==> config.mk <==
export PLATFORM = sky130hd
export DESIGN_NAME = dsc_display_ctrl
export DESIGN_NICKNAME = d
export VERILOG_FILES = /design/src/dsc_pkg.sv /design/src/dsc_pen_sync.sv /design/src/dsc_cursor.sv /design/src/dsc_display_ctrl.sv
export SDC_FILE = /design/constraint.sdc
export NUM_CORES = 2
export LEC_CHECK = 0
export BUFFER_PORTS_ARGS = -buffer_cell sky130_fd_sc_hd__buf_2
export CAP_MARGIN = 20
export CORE_MARGIN = 2
export CORE_UTILIZATION = 35
export CTS_BUF_LIST = sky130_fd_sc_hd__clkbuf_8 sky130_fd_sc_hd__clkbuf_16
export DETAILED_ROUTE_END_ITERATION = 8
export MAX_ROUTING_LAYER = met4
export SLEW_MARGIN = 20
export SYNTH_ARGS = -nofsm -noshare
export SYNTH_HDL_FRONTEND = slang
export SYNTH_SLANG_ARGS = --single-unit
==> constraint.sdc <==
create_clock -name sys_clk_i -period 6.6 [get_ports sys_clk_i]
set_input_delay 1.98 -clock sys_clk_i [delete_from_list [all_inputs] [get_ports sys_clk_i]]
set_output_delay 1.98 -clock sys_clk_i [all_outputs]
set_load 0.05 [all_outputs]
==> src/dsc_pkg.sv <==
package dsc_pkg;
	localparam int ADDR_W = 20;
	localparam int CHR_AW = 16;
	localparam int RAS_W = 5;
	localparam int HC_W = 8;
	localparam int VC_W = 10;

	localparam logic [7:0] OFS_CTRL = 8'h00;
	localparam logic [7:0] OFS_HTIME = 8'h04;
	localparam logic [7:0] OFS_VTIME = 8'h08;
	localparam logic [7:0] OFS_SPLIT = 8'h0c;
	localparam logic [7:0] OFS_WINH = 8'h10;
	localparam logic [7:0] OFS_WINV = 8'h14;
	localparam logic [7:0] OFS_ZOOM = 8'h18;
	localparam logic [7:0] OFS_BCUR_A = 8'h1c;
	localparam logic [7:0] OFS_BPOS_A = 8'h20;
	localparam logic [7:0] OFS_BCUR_B = 8'h24;
	localparam logic [7:0] OFS_BPOS_B = 8'h28;
	localparam logic [7:0] OFS_GCUR_X = 8'h2c;
	localparam logic [7:0] OFS_GCUR_Y = 8'h30;
	localparam logic [7:0] OFS_STAT = 8'h34;
	localparam logic [7:0] OFS_LPEN = 8'h38;
	// Screen i: start address at 0x40 + 8*i, config word at 0x44 + 8*i
	localparam logic [7:0] OFS_SCR_BASE = 8'h40;

	// Control register fields
	localparam int CTL_EN_LSB = 0;
	localparam int CTL_BLANK_LSB = 4;
	localparam int CTL_CHR_LSB = 8;
	localparam int CTL_CMODE_LSB = 12;
	localparam int CTL_SCAN_LSB = 14;
	localparam int CTL_SUPER_BIT = 16;
	localparam int CTL_SHWIN_BIT = 17;
	localparam int CTL_LPMASK_BIT = 18;
	// Screen config fields
	localparam int SCF_MW_LSB = 0;
	localparam int SCF_SRA_LSB = 16;
	localparam int SCF_SHIFT_LSB = 24;
	// Timing, zoom, cursor and light pen field positions
	localparam int HI_LSB = 16;
	localparam int HB_LSB = 8;
	localparam int ZM_ZY_LSB = 4;
	localparam int ZM_ROWS_LSB = 8;
	localparam int BC_END_LSB = 8;
	localparam int BC_WID_LSB = 16;
	localparam int LP_CHR_BIT = 20;

	localparam logic [31:0] RST_CTRL = 32'h0000_0000;
	localparam logic [31:0] RST_HTIME = 32'h0000_4f63;
	localparam logic [31:0] RST_VTIME = 32'h01e0_020c;
	localparam logic [31:0] RST_SPLIT = 32'h0000_0000;
	localparam logic [31:0] RST_ZERO = 32'h0000_0000;
	localparam logic [31:0] RST_ZOOM = 32'h0000_0f00;

	typedef enum logic [1:0] {
		DSC_CUR_BLOCK = 2'b00,
		DSC_CUR_GRAPHIC = 2'b01,
		DSC_CUR_CROSS = 2'b11
	} dsc_cmode_e;

	typedef enum logic [1:0] {
		DSC_SCAN_NONI = 2'b00,
		DSC_SCAN_ISYNC = 2'b01,
		DSC_SCAN_ISV = 2'b11
	} dsc_scan_e;
endpackage : dsc_pkg

==> src/dsc_pen_sync.sv <==
`timescale 1ns/1ps
`default_nettype none
module dsc_pen_sync (
	input wire logic sys_clk_i,
	input wire logic reset_i,
	input wire logic pen_strobe_in_i,
	output logic pulse_o
);
	logic meta;
	logic sync;
	logic sync_d;

	always_ff @(posedge sys_clk_i) begin
		if (reset_i) begin
			meta <= 1'b0;
			sync <= 1'b0;
			sync_d <= 1'b0;
		end else begin
			meta <= pen_strobe_in_i;
			sync <= meta;
			sync_d <= sync;
		end
	end

	// One pulse per rising edge of the strobe
	assign pulse_o = sync & ~sync_d;
endmodule : dsc_pen_sync
`default_nettype wire

==> src/dsc_cursor.sv <==
`timescale 1ns/1ps
`default_nettype none
module dsc_cursor
	import dsc_pkg::*;
(
	input wire logic [HC_W-1:0] h_i,
	input wire logic [VC_W-1:0] v_i,
	input wire logic [CHR_AW-1:0] addr_i,
	input wire logic [RAS_W-1:0] ras_i,
	input wire logic chr_i,
	input wire logic [1:0] mode_i,
	input wire logic [31:0] bcur_a_i,
	input wire logic [31:0] bpos_a_i,
	input wire logic [31:0] bcur_b_i,
	input wire logic [31:0] bpos_b_i,
	input wire logic [31:0] gcur_x_i,
	input wire logic [31:0] gcur_y_i,
	output logic one_o,
	output logic two_o
);
	function automatic logic blk_hit(input logic [31:0] cfg, input logic [31:0] pos,
		input logic [CHR_AW-1:0] a, input logic [RAS_W-1:0] r);
		logic [CHR_AW-1:0] off;
		off = a - pos[CHR_AW-1:0];
		// Width field holds cycles minus one, so widths are 1..8
		blk_hit = (off <= {13'h0000, cfg[BC_WID_LSB+:3]}) && (r >= cfg[RAS_W-1:0]) &&
			(r <= cfg[BC_END_LSB+:RAS_W]);
	endfunction : blk_hit

	logic blk_a;
	logic blk_b;
	logic g_x;
	logic g_y;

	always_comb begin
		blk_a = chr_i && blk_hit(bcur_a_i, bpos_a_i, addr_i, ras_i);
		blk_b = chr_i && blk_hit(bcur_b_i, bpos_b_i, addr_i, ras_i);
		g_x = (h_i >= gcur_x_i[HC_W-1:0]) && (h_i <= gcur_x_i[HB_LSB+:HC_W]);
		g_y = (v_i >= gcur_y_i[VC_W-1:0]) && (v_i <= gcur_y_i[HI_LSB+:VC_W]);
		case (mode_i)
			DSC_CUR_GRAPHIC: begin
				one_o = g_x && g_y;
				two_o = blk_a || blk_b;
			end
			DSC_CUR_CROSS: begin
				one_o = g_y;
				two_o = g_x;
			end
			default: begin
				one_o = blk_a;
				two_o = blk_b;
			end
		endcase
	end
endmodule : dsc_cursor
`default_nettype wire

==> src/dsc_display_ctrl.sv <==
`timescale 1ns/1ps
`default_nettype none
module dsc_display_ctrl
	import dsc_pkg::*;
(
	input wire logic sys_clk_i,
	input wire logic reset_i,
	input wire logic psel_i,
	input wire logic penable_i,
	input wire logic pwrite_i,
	input wire logic [7:0] paddr_i,
	input wire logic [31:0] pwdata_i,
	output logic [31:0] prdata_o,
	output logic pready_o,
	output logic pslverr_o,
	input wire logic pen_strobe_in_i,
	output logic [ADDR_W-1:0] mem_addr_o,
	output logic [RAS_W-1:0] raster_addr_o,
	output logic space_select_out_o,
	output logic disp_en_o,
	output logic hsync_o,
	output logic vsync_o,
	output logic field_o,
	output logic cursor_out_one_o,
	output logic cursor_out_two_o,
	output logic [3:0] dot_shift_o,
	output logic [3:0] zoom_x_o,
	output logic irq_o
);
	////////////////////////////////////////////////////////////////////////////////
	// Registers
	logic [31:0] ctrl, htime, vtime, split, winh, winv, zoom;
	logic [31:0] bcur_a, bpos_a, bcur_b, bpos_b, gcur_x, gcur_y;
	logic [ADDR_W-1:0] screen_start_address_reg [4];
	logic [31:0] scfg [4];
	logic lp_flag;
	logic [ADDR_W-1:0] lp_addr;
	logic lp_chr;
	logic [31:0] rd_data;
	logic hit;
	logic acc_first;
	logic wr_done;
	logic stat_rd;
	logic next_lp_flag;

	function automatic logic reg_hit(input logic [7:0] a);
		reg_hit = (a[1:0] == 2'b00) && ((a <= OFS_LPEN) || (a[7:5] == 3'b010));
	endfunction : reg_hit

	function automatic logic [ADDR_W-1:0] fmt_addr(input logic [ADDR_W-1:0] a, input logic chr);
		// Character space is 64k words; graphic space keeps all 20 bits
		fmt_addr = chr ? {4'h0, a[CHR_AW-1:0]} : a;
	endfunction : fmt_addr

	assign hit = reg_hit(paddr_i);
	assign acc_first = psel_i && penable_i && !pready_o;
	assign wr_done = psel_i && penable_i && pready_o && pwrite_i && hit;
	assign stat_rd = psel_i && penable_i && pready_o && !pwrite_i && (paddr_i == OFS_STAT);

	always_comb begin
		rd_data = 32'h0000_0000;
		if (paddr_i[7:5] == 3'b010) begin
			rd_data = paddr_i[2] ? scfg[paddr_i[4:3]] : {12'h000, screen_start_address_reg[paddr_i[4:3]]};
		end else begin
			case (paddr_i)
				OFS_CTRL: rd_data = ctrl;
				OFS_HTIME: rd_data = htime;
				OFS_VTIME: rd_data = vtime;
				OFS_SPLIT: rd_data = split;
				OFS_WINH: rd_data = winh;
				OFS_WINV: rd_data = winv;
				OFS_ZOOM: rd_data = zoom;
				OFS_BCUR_A: rd_data = bcur_a;
				OFS_BPOS_A: rd_data = bpos_a;
				OFS_BCUR_B: rd_data = bcur_b;
				OFS_BPOS_B: rd_data = bpos_b;
				OFS_GCUR_X: rd_data = gcur_x;
				OFS_GCUR_Y: rd_data = gcur_y;
				OFS_STAT: rd_data = {31'h0000_0000, lp_flag};
				OFS_LPEN: rd_data = {11'h000, lp_chr, lp_addr};
				default: rd_data = 32'h0000_0000;
			endcase
		end
	end

	// One wait cycle: pready rises on the second access-phase cycle
	always_ff @(posedge sys_clk_i) begin
		if (reset_i) begin
			pready_o <= 1'b0;
			pslverr_o <= 1'b0;
			prdata_o <= 32'h0000_0000;
		end else begin
			pready_o <= acc_first;
			pslverr_o <= acc_first && !hit;
			if (acc_first && !pwrite_i) begin
				prdata_o <= rd_data;
			end
		end
	end

	always_ff @(posedge sys_clk_i) begin
		if (reset_i) begin
			ctrl <= RST_CTRL;
			htime <= RST_HTIME;
			vtime <= RST_VTIME;
			split <= RST_SPLIT;
			winh <= RST_ZERO;
			winv <= RST_ZERO;
			zoom <= RST_ZOOM;
			bcur_a <= RST_ZERO;
			bpos_a <= RST_ZERO;
			bcur_b <= RST_ZERO;
			bpos_b <= RST_ZERO;
			gcur_x <= RST_ZERO;
			gcur_y <= RST_ZERO;
			for (int i = 0; i < 4; i++) begin
				screen_start_address_reg[i] <= '0;
				scfg[i] <= RST_ZERO;
			end
		end else if (wr_done) begin
			if (paddr_i[7:5] == 3'b010) begin
				if (paddr_i[2]) begin
					scfg[paddr_i[4:3]] <= pwdata_i;
				end else begin
					screen_start_address_reg[paddr_i[4:3]] <= pwdata_i[ADDR_W-1:0];
				end
			end else begin
				case (paddr_i)
					OFS_CTRL: ctrl <= pwdata_i;
					OFS_HTIME: htime <= pwdata_i;
					OFS_VTIME: vtime <= pwdata_i;
					OFS_SPLIT: split <= pwdata_i;
					OFS_WINH: winh <= pwdata_i;
					OFS_WINV: winv <= pwdata_i;
					OFS_ZOOM: zoom <= pwdata_i;
					OFS_BCUR_A: bcur_a <= pwdata_i;
					OFS_BPOS_A: bpos_a <= pwdata_i;
					OFS_BCUR_B: bcur_b <= pwdata_i;
					OFS_BPOS_B: bpos_b <= pwdata_i;
					OFS_GCUR_X: gcur_x <= pwdata_i;
					OFS_GCUR_Y: gcur_y <= pwdata_i;
					default: ;
				endcase
			end
		end
	end

	////////////////////////////////////////////////////////////////////////////////
	// Raster timing
	logic [HC_W-1:0] h;
	logic [VC_W-1:0] v;
	logic field;
	logic eol;
	logic eof;
	logic [1:0] scan;
	logic isv;
	logic super_m;
	logic [3:0] zx;
	logic [3:0] zy;
	logic [RAS_W-1:0] ch_rows;

	assign scan = ctrl[CTL_SCAN_LSB+:2];
	assign isv = (scan == DSC_SCAN_ISV);
	assign super_m = ctrl[CTL_SUPER_BIT];
	assign zx = zoom[3:0];
	assign zy = zoom[ZM_ZY_LSB+:4];
	assign ch_rows = zoom[ZM_ROWS_LSB+:RAS_W];
	assign eol = (h == htime[HC_W-1:0]);
	assign eof = eol && (v == vtime[VC_W-1:0]);

	always_ff @(posedge sys_clk_i) begin
		if (reset_i) begin
			h <= '0;
			v <= '0;
			field <= 1'b0;
		end else begin
			h <= eol ? '0 : h + 1'b1;
			if (eol) begin
				v <= eof ? '0 : v + 1'b1;
			end
			if (eof) begin
				field <= (scan != DSC_SCAN_NONI) && !field;
			end
		end
	end

	////////////////////////////////////////////////////////////////////////////////
	// Screen selection
	logic v_disp;
	logic h_disp;
	logic [1:0] bg_idx;
	logic bg_on;
	logic win_row;
	logic win_on;
	logic use_win;
	logic [1:0] cur_idx;
	logic [3:0] chr;
	logic [ADDR_W-1:0] line_base [4];
	logic [RAS_W-1:0] ras [4];
	logic [3:0] vzc;
	logic [ADDR_W-1:0] bg_addr;
	logic [ADDR_W-1:0] win_addr;
	logic [ADDR_W-1:0] pen_addr;
	logic pen_chr;
	logic pen_pulse;
	logic cur_one;
	logic cur_two;

	assign chr = ctrl[CTL_CHR_LSB+:4];
	assign v_disp = v < vtime[HI_LSB+:VC_W];
	assign h_disp = h < htime[HB_LSB+:HC_W];
	assign bg_idx = (v < split[VC_W-1:0]) ? 2'd0 : (v < split[HI_LSB+:VC_W]) ? 2'd1 : 2'd2;
	// Base always shows; upper and lower only when enabled
	assign bg_on = v_disp && h_disp && ((bg_idx == 2'd1) || ctrl[CTL_EN_LSB + ((bg_idx == 2'd0) ? 0 : 1)]);
	assign win_row = ctrl[CTL_EN_LSB+2] && (v >= winv[VC_W-1:0]) && (v <= winv[HI_LSB+:VC_W]);
	assign win_on = win_row && h_disp && (h >= winh[HC_W-1:0]) && (h <= winh[HB_LSB+:HC_W]);
	// Superimposed mode interleaves: odd cycles fetch the window, even the background
	assign use_win = win_on && (!super_m || h[0]);
	assign cur_idx = use_win ? 2'd3 : bg_idx;
	assign bg_addr = line_base[bg_idx] + {12'h000, h};
	assign win_addr = line_base[3] + {12'h000, h - winh[HC_W-1:0]};
	assign pen_addr = (win_on && !super_m) ? win_addr : bg_addr;
	assign pen_chr = (win_on && !super_m) ? chr[3] : chr[bg_idx];

	// Per-screen line start and raster counters
	always_ff @(posedge sys_clk_i) begin
		if (reset_i) begin
			vzc <= 4'h0;
			for (int i = 0; i < 4; i++) begin
				line_base[i] <= '0;
				ras[i] <= '0;
			end
		end else if (eof) begin
			vzc <= 4'h0;
			for (int i = 0; i < 4; i++) begin
				// Odd field of interlace video starts one line or raster down
				if (isv && !field && !chr[i]) begin
					line_base[i] <= screen_start_address_reg[i] + {4'h0, scfg[i][SCF_MW_LSB+:16]};
				end else begin
					line_base[i] <= screen_start_address_reg[i];
				end
				ras[i] <= scfg[i][SCF_SRA_LSB+:RAS_W] + {4'h0, isv && !field && chr[i]};
			end
		end else if (eol) begin
			if (v_disp && (bg_idx == 2'd1)) begin
				vzc <= (vzc == zy) ? 4'h0 : vzc + 4'h1;
			end
			for (int i = 0; i < 4; i++) begin
				if ((i == 3) ? win_row : (v_disp && (bg_idx == 2'(i)) && (i != 1 || vzc == zy))) begin
					if (chr[i]) begin
						if ({1'b0, ras[i]} + {4'h0, isv} + 6'h01 > {1'b0, ch_rows}) begin
							ras[i] <= ras[i] + {4'h0, isv} - ch_rows;
							line_base[i] <= line_base[i] + {4'h0, scfg[i][SCF_MW_LSB+:16]};
						end else begin
							ras[i] <= ras[i] + {4'h0, isv} + 5'h01;
						end
					end else begin
						line_base[i] <= line_base[i] + ({4'h0, scfg[i][SCF_MW_LSB+:16]} << isv);
					end
				end
			end
		end
	end

	dsc_cursor u_cursor (
		.h_i(h),
		.v_i(v),
		.addr_i(use_win ? win_addr[CHR_AW-1:0] : bg_addr[CHR_AW-1:0]),
		.ras_i(ras[cur_idx]),
		.chr_i(chr[cur_idx]),
		.mode_i(ctrl[CTL_CMODE_LSB+:2]),
		.bcur_a_i(bcur_a),
		.bpos_a_i(bpos_a),
		.bcur_b_i(bcur_b),
		.bpos_b_i(bpos_b),
		.gcur_x_i(gcur_x),
		.gcur_y_i(gcur_y),
		.one_o(cur_one),
		.two_o(cur_two)
	);

	dsc_pen_sync u_pen (
		.sys_clk_i(sys_clk_i),
		.reset_i(reset_i),
		.pen_strobe_in_i(pen_strobe_in_i),
		.pulse_o(pen_pulse)
	);

	////////////////////////////////////////////////////////////////////////////////
	// Video outputs
	always_ff @(posedge sys_clk_i) begin
		if (reset_i) begin
			mem_addr_o <= '0;
			raster_addr_o <= '0;
			space_select_out_o <= 1'b0;
			disp_en_o <= 1'b0;
			hsync_o <= 1'b0;
			vsync_o <= 1'b0;
			field_o <= 1'b0;
			cursor_out_one_o <= 1'b0;
			cursor_out_two_o <= 1'b0;
			dot_shift_o <= 4'h0;
			zoom_x_o <= 4'h0;
		end else begin
			mem_addr_o <= fmt_addr(use_win ? win_addr : bg_addr, chr[cur_idx]);
			raster_addr_o <= chr[cur_idx] ? ras[cur_idx] : '0;
			space_select_out_o <= chr[cur_idx];
			disp_en_o <= (bg_on || win_on) && !ctrl[CTL_BLANK_LSB + 32'(cur_idx)];
			hsync_o <= !h_disp;
			vsync_o <= !v_disp;
			field_o <= field;
			cursor_out_one_o <= cur_one;
			cursor_out_two_o <= cur_two;
			// Only one source of dot shift per raster: window or the backgrounds
			if (ctrl[CTL_SHWIN_BIT]) begin
				dot_shift_o <= use_win ? scfg[3][SCF_SHIFT_LSB+:4] : 4'h0;
			end else begin
				dot_shift_o <= (bg_on && !use_win) ? scfg[bg_idx][SCF_SHIFT_LSB+:4] : 4'h0;
			end
			zoom_x_o <= (bg_on && cur_idx == 2'd1) ? zx : 4'h0;
		end
	end

	////////////////////////////////////////////////////////////////////////////////
	// Light pen
	// A capture in the same cycle as the clearing read keeps the flag set
	assign next_lp_flag = pen_pulse || (lp_flag && !stat_rd);

	always_ff @(posedge sys_clk_i) begin
		if (reset_i) begin
			lp_flag <= 1'b0;
			lp_addr <= '0;
			lp_chr <= 1'b0;
			irq_o <= 1'b0;
		end else begin
			lp_flag <= next_lp_flag;
			irq_o <= next_lp_flag && ctrl[CTL_LPMASK_BIT];
			if (pen_pulse) begin
				lp_addr <= fmt_addr(pen_addr, pen_chr);
				lp_chr <= pen_chr;
			end
		end
	end
endmodule : dsc_display_ctrl
`default_nettype wire

==> out/metrics.cfg <==
[sta]
rsz0062_at_grt=no
drv_slew=0
final_hold_viol_count=0
max_freq_mhz=157
setup_viol=0
skew_ns=0.119
tns_ns=0
min_period_over_period_pct=96.4
min_period_ns=6.36
max_slew_margin_pct=14.0
tightest_slew_ns=1.29

[drt]
drc=0
viasPerCell=5.97
avgRoutedWirePerCell_um=28.4
dr_total_vias=50700
first_iter_violations=6633
firstDrtPassIters=7
wl_mm=241
ant_nets=0

[clock_network]
cts_buffers=99
cts.sinks=847
clock_latency_ns=0.81
cts_max_level=3
clk_pin_slew_worst_paths_ns=0.06
clockRootBuffer=clkbuf_16
cts_hold_buf=0
cts_tree=built
cts_buffer_depth=3

[synthesis]
synth_top_cell_area_share_pct=19.9
yosysSeqAreaShare_pct=36.9
synth_area_leaders=dfxtp_1 (20%), edfxtp_1 (17%), ha_1 (9.8%)
synthCells=6334
synth_area_um2=54200
syn_area_per_cell_um2=8.56
synth_ff_type=dfxtp_1
yosysMostFrequentCell=nand2_1
yosys_register_bits=847
yosys-top-cells-count=nand2_1 (1140), a21oi_1 (674), dfxtp_1 (539), ha_1 (425), clkbuf_1 (345)
synth-async-reset-ratio_pct=0
synth_edf_count=308
yosys.area.top_type=dfxtp_1
yosys_warnings=0
synth_cell_types=106
syn-num-nets=6825

[final_layout]
drive_above_1_share_pct=11.3
register_area_um2=20100
largest_register_ffs=128
fin_util_pct=39.8
final_area_um2=61300
syn_to_final_growth_pct=13.1
multi_input_area_um2=32100
layout.nets=6843
fill_cells=15400

[setup_path]
cp.arrival_ns=7.00
worstSetupStartpointType=flop
crit_fanout=23
crit_path_end_kind=flop
cp_data_required_time_ns=7.23
worst-setup-path-type=reg2reg

[global_routing]
track_usage_pct=30.6
grt_first_pass_wirelength_mm=341
antenna_found_initial=24
grt_overflow=0
grt_start_max_net_pins=209
grt_pass1_vias=46800

[die]
die_area_um2=158000
die_height_um=398
ios=121
core-area_um2=154000
rows=144
start_util_pct=35.2
die_x_um=398

[power_and_ir_drop]
p_leak_nw=23.4
ir_drop_uv=249
p_per_area_nw_per_um2=210

[status]
outcome=complete, no violations

[placed_design]
port_buffers=120
gp_congestion=1.03
dpl_cell_area_um2=57600
hpwl_mm=177

[flow_run]
drv_cap=0

[worst_hold_path]
hold_class=reg2reg

-- layer usage --
metal  GRT usage (%)  part of all wire (%)  vias up
met5               -                     0        -
met4            16.2                   6.1        0
met3            7.27                    12      551
met2            42.8                    41     2915
met1            40.6                    41    24600
li1                -                     -    22600
-- through the flow --
step	hold WS, ns	power, mW	cells	setup WS [ns]
floorplan	0.414	6.54	6334	0.0102
global placement	0.437	7.01	8287	-0.0639
detailed placement	0.431	7.03	8287	-0.148
CTS	0.437	12.9	8470	0.0683
global route	0.457	13.2	8493	0.00729
finish	0.426	12.9	8495	0.236
-- report_power, final --
part           internal (mW)  switching [mW]  leakage [nW]  total [mW]
Sequential              5.49           0.168          7.56        5.66
Combinational          0.461           0.848          14.1        1.31
Clock                   3.38            2.55          1.75        5.93
-- kinds of logic (layout without fill, tap and decap cells) --
family,count (synthesis),count (layout),share of synthesized area (%)
and+or+nand+nor,2311,2311,19.6
xor gates and xnor gates,308,308,4.97
adders and majority gates,445,445,10.5
muxes,159,159,4.30
other,0,17,0
buffers and inverters,649,749,4.57
DFF,847,847,36.9
AOI/OAI and AO/OA,1615,1615,19.1
-- critical path, cell delays in order, from the launching register on --
cell	delay [ns]
dfxtp_1	0.37
inv_1	0.06
ha_1	0.29
o21a_1	0.16
o21ai_0	0.51
nor4_1	0.16
a31oi_1	0.58
nand4b_1	0.23
or2_1	0.15
buf_4	0.36
mux2i_1	0.46
fa_1	0.49
ha_1	0.29
nor2b_1	0.13
o21a_1	0.16
o21ai_0	0.20
o221ai_1	0.16
a2111oi_0	0.39
nand4_1	0.18
or4_4	0.49
a2111oi_4	0.22
o21ai_1	0.12
o41ai_1	0.06
-- timing repair --
item,CTS,global route
pin swaps,0,9
setup buffers,0,4
endpoints found under the setup margin,2,2
gates resized for setup,2,28
-- path summary, 6_finish.rpt --
path / to / depth (start not counted) / startpoint / slack (ns)
setup / recovery: cursor_out_one_o / 22 / winv[8] / 0.24
hold / removal: u_pen.sync / 1 / u_pen.meta / 0.43
hold reg to reg: u_pen.sync / 1 / u_pen.meta / 0.43
setup reg to reg: cursor_out_one_o / 22 / winv[8] / 0.24
-- cell usage in the layout (no fill, tap or decap), types with 183 or more instances in the layout --
| cell | netlist | layout |
|---|---|---|
| a21oi_1 | 674 | 669 |
| and2_1 | 235 | 236 |
| buf_4 | 0 | 183 |
| dfxtp_1 | 539 | 532 |
| edfxtp_1 | 308 | 308 |
| ha_1 | 425 | 422 |
| inv_1 | 257 | 269 |
| nand2_1 | 1140 | 1137 |
| nor2_1 | 330 | 311 |
-- area by class of cell --
class | instances | share of cell area (%)
Multi-Input combinational cell | 4838 | 52.4
Sequential cell | 847 | 32.7
Clock buffer | 115 | 4.40
Tap cell | 2044 | 4.17
Timing Repair Buffer | 308 | 3.41
Inverter | 258 | 1.58
Clock inverter | 68 | 1.31
Antenna cell | 17 | 0.0693
Power figures use the tool's default switching activity.
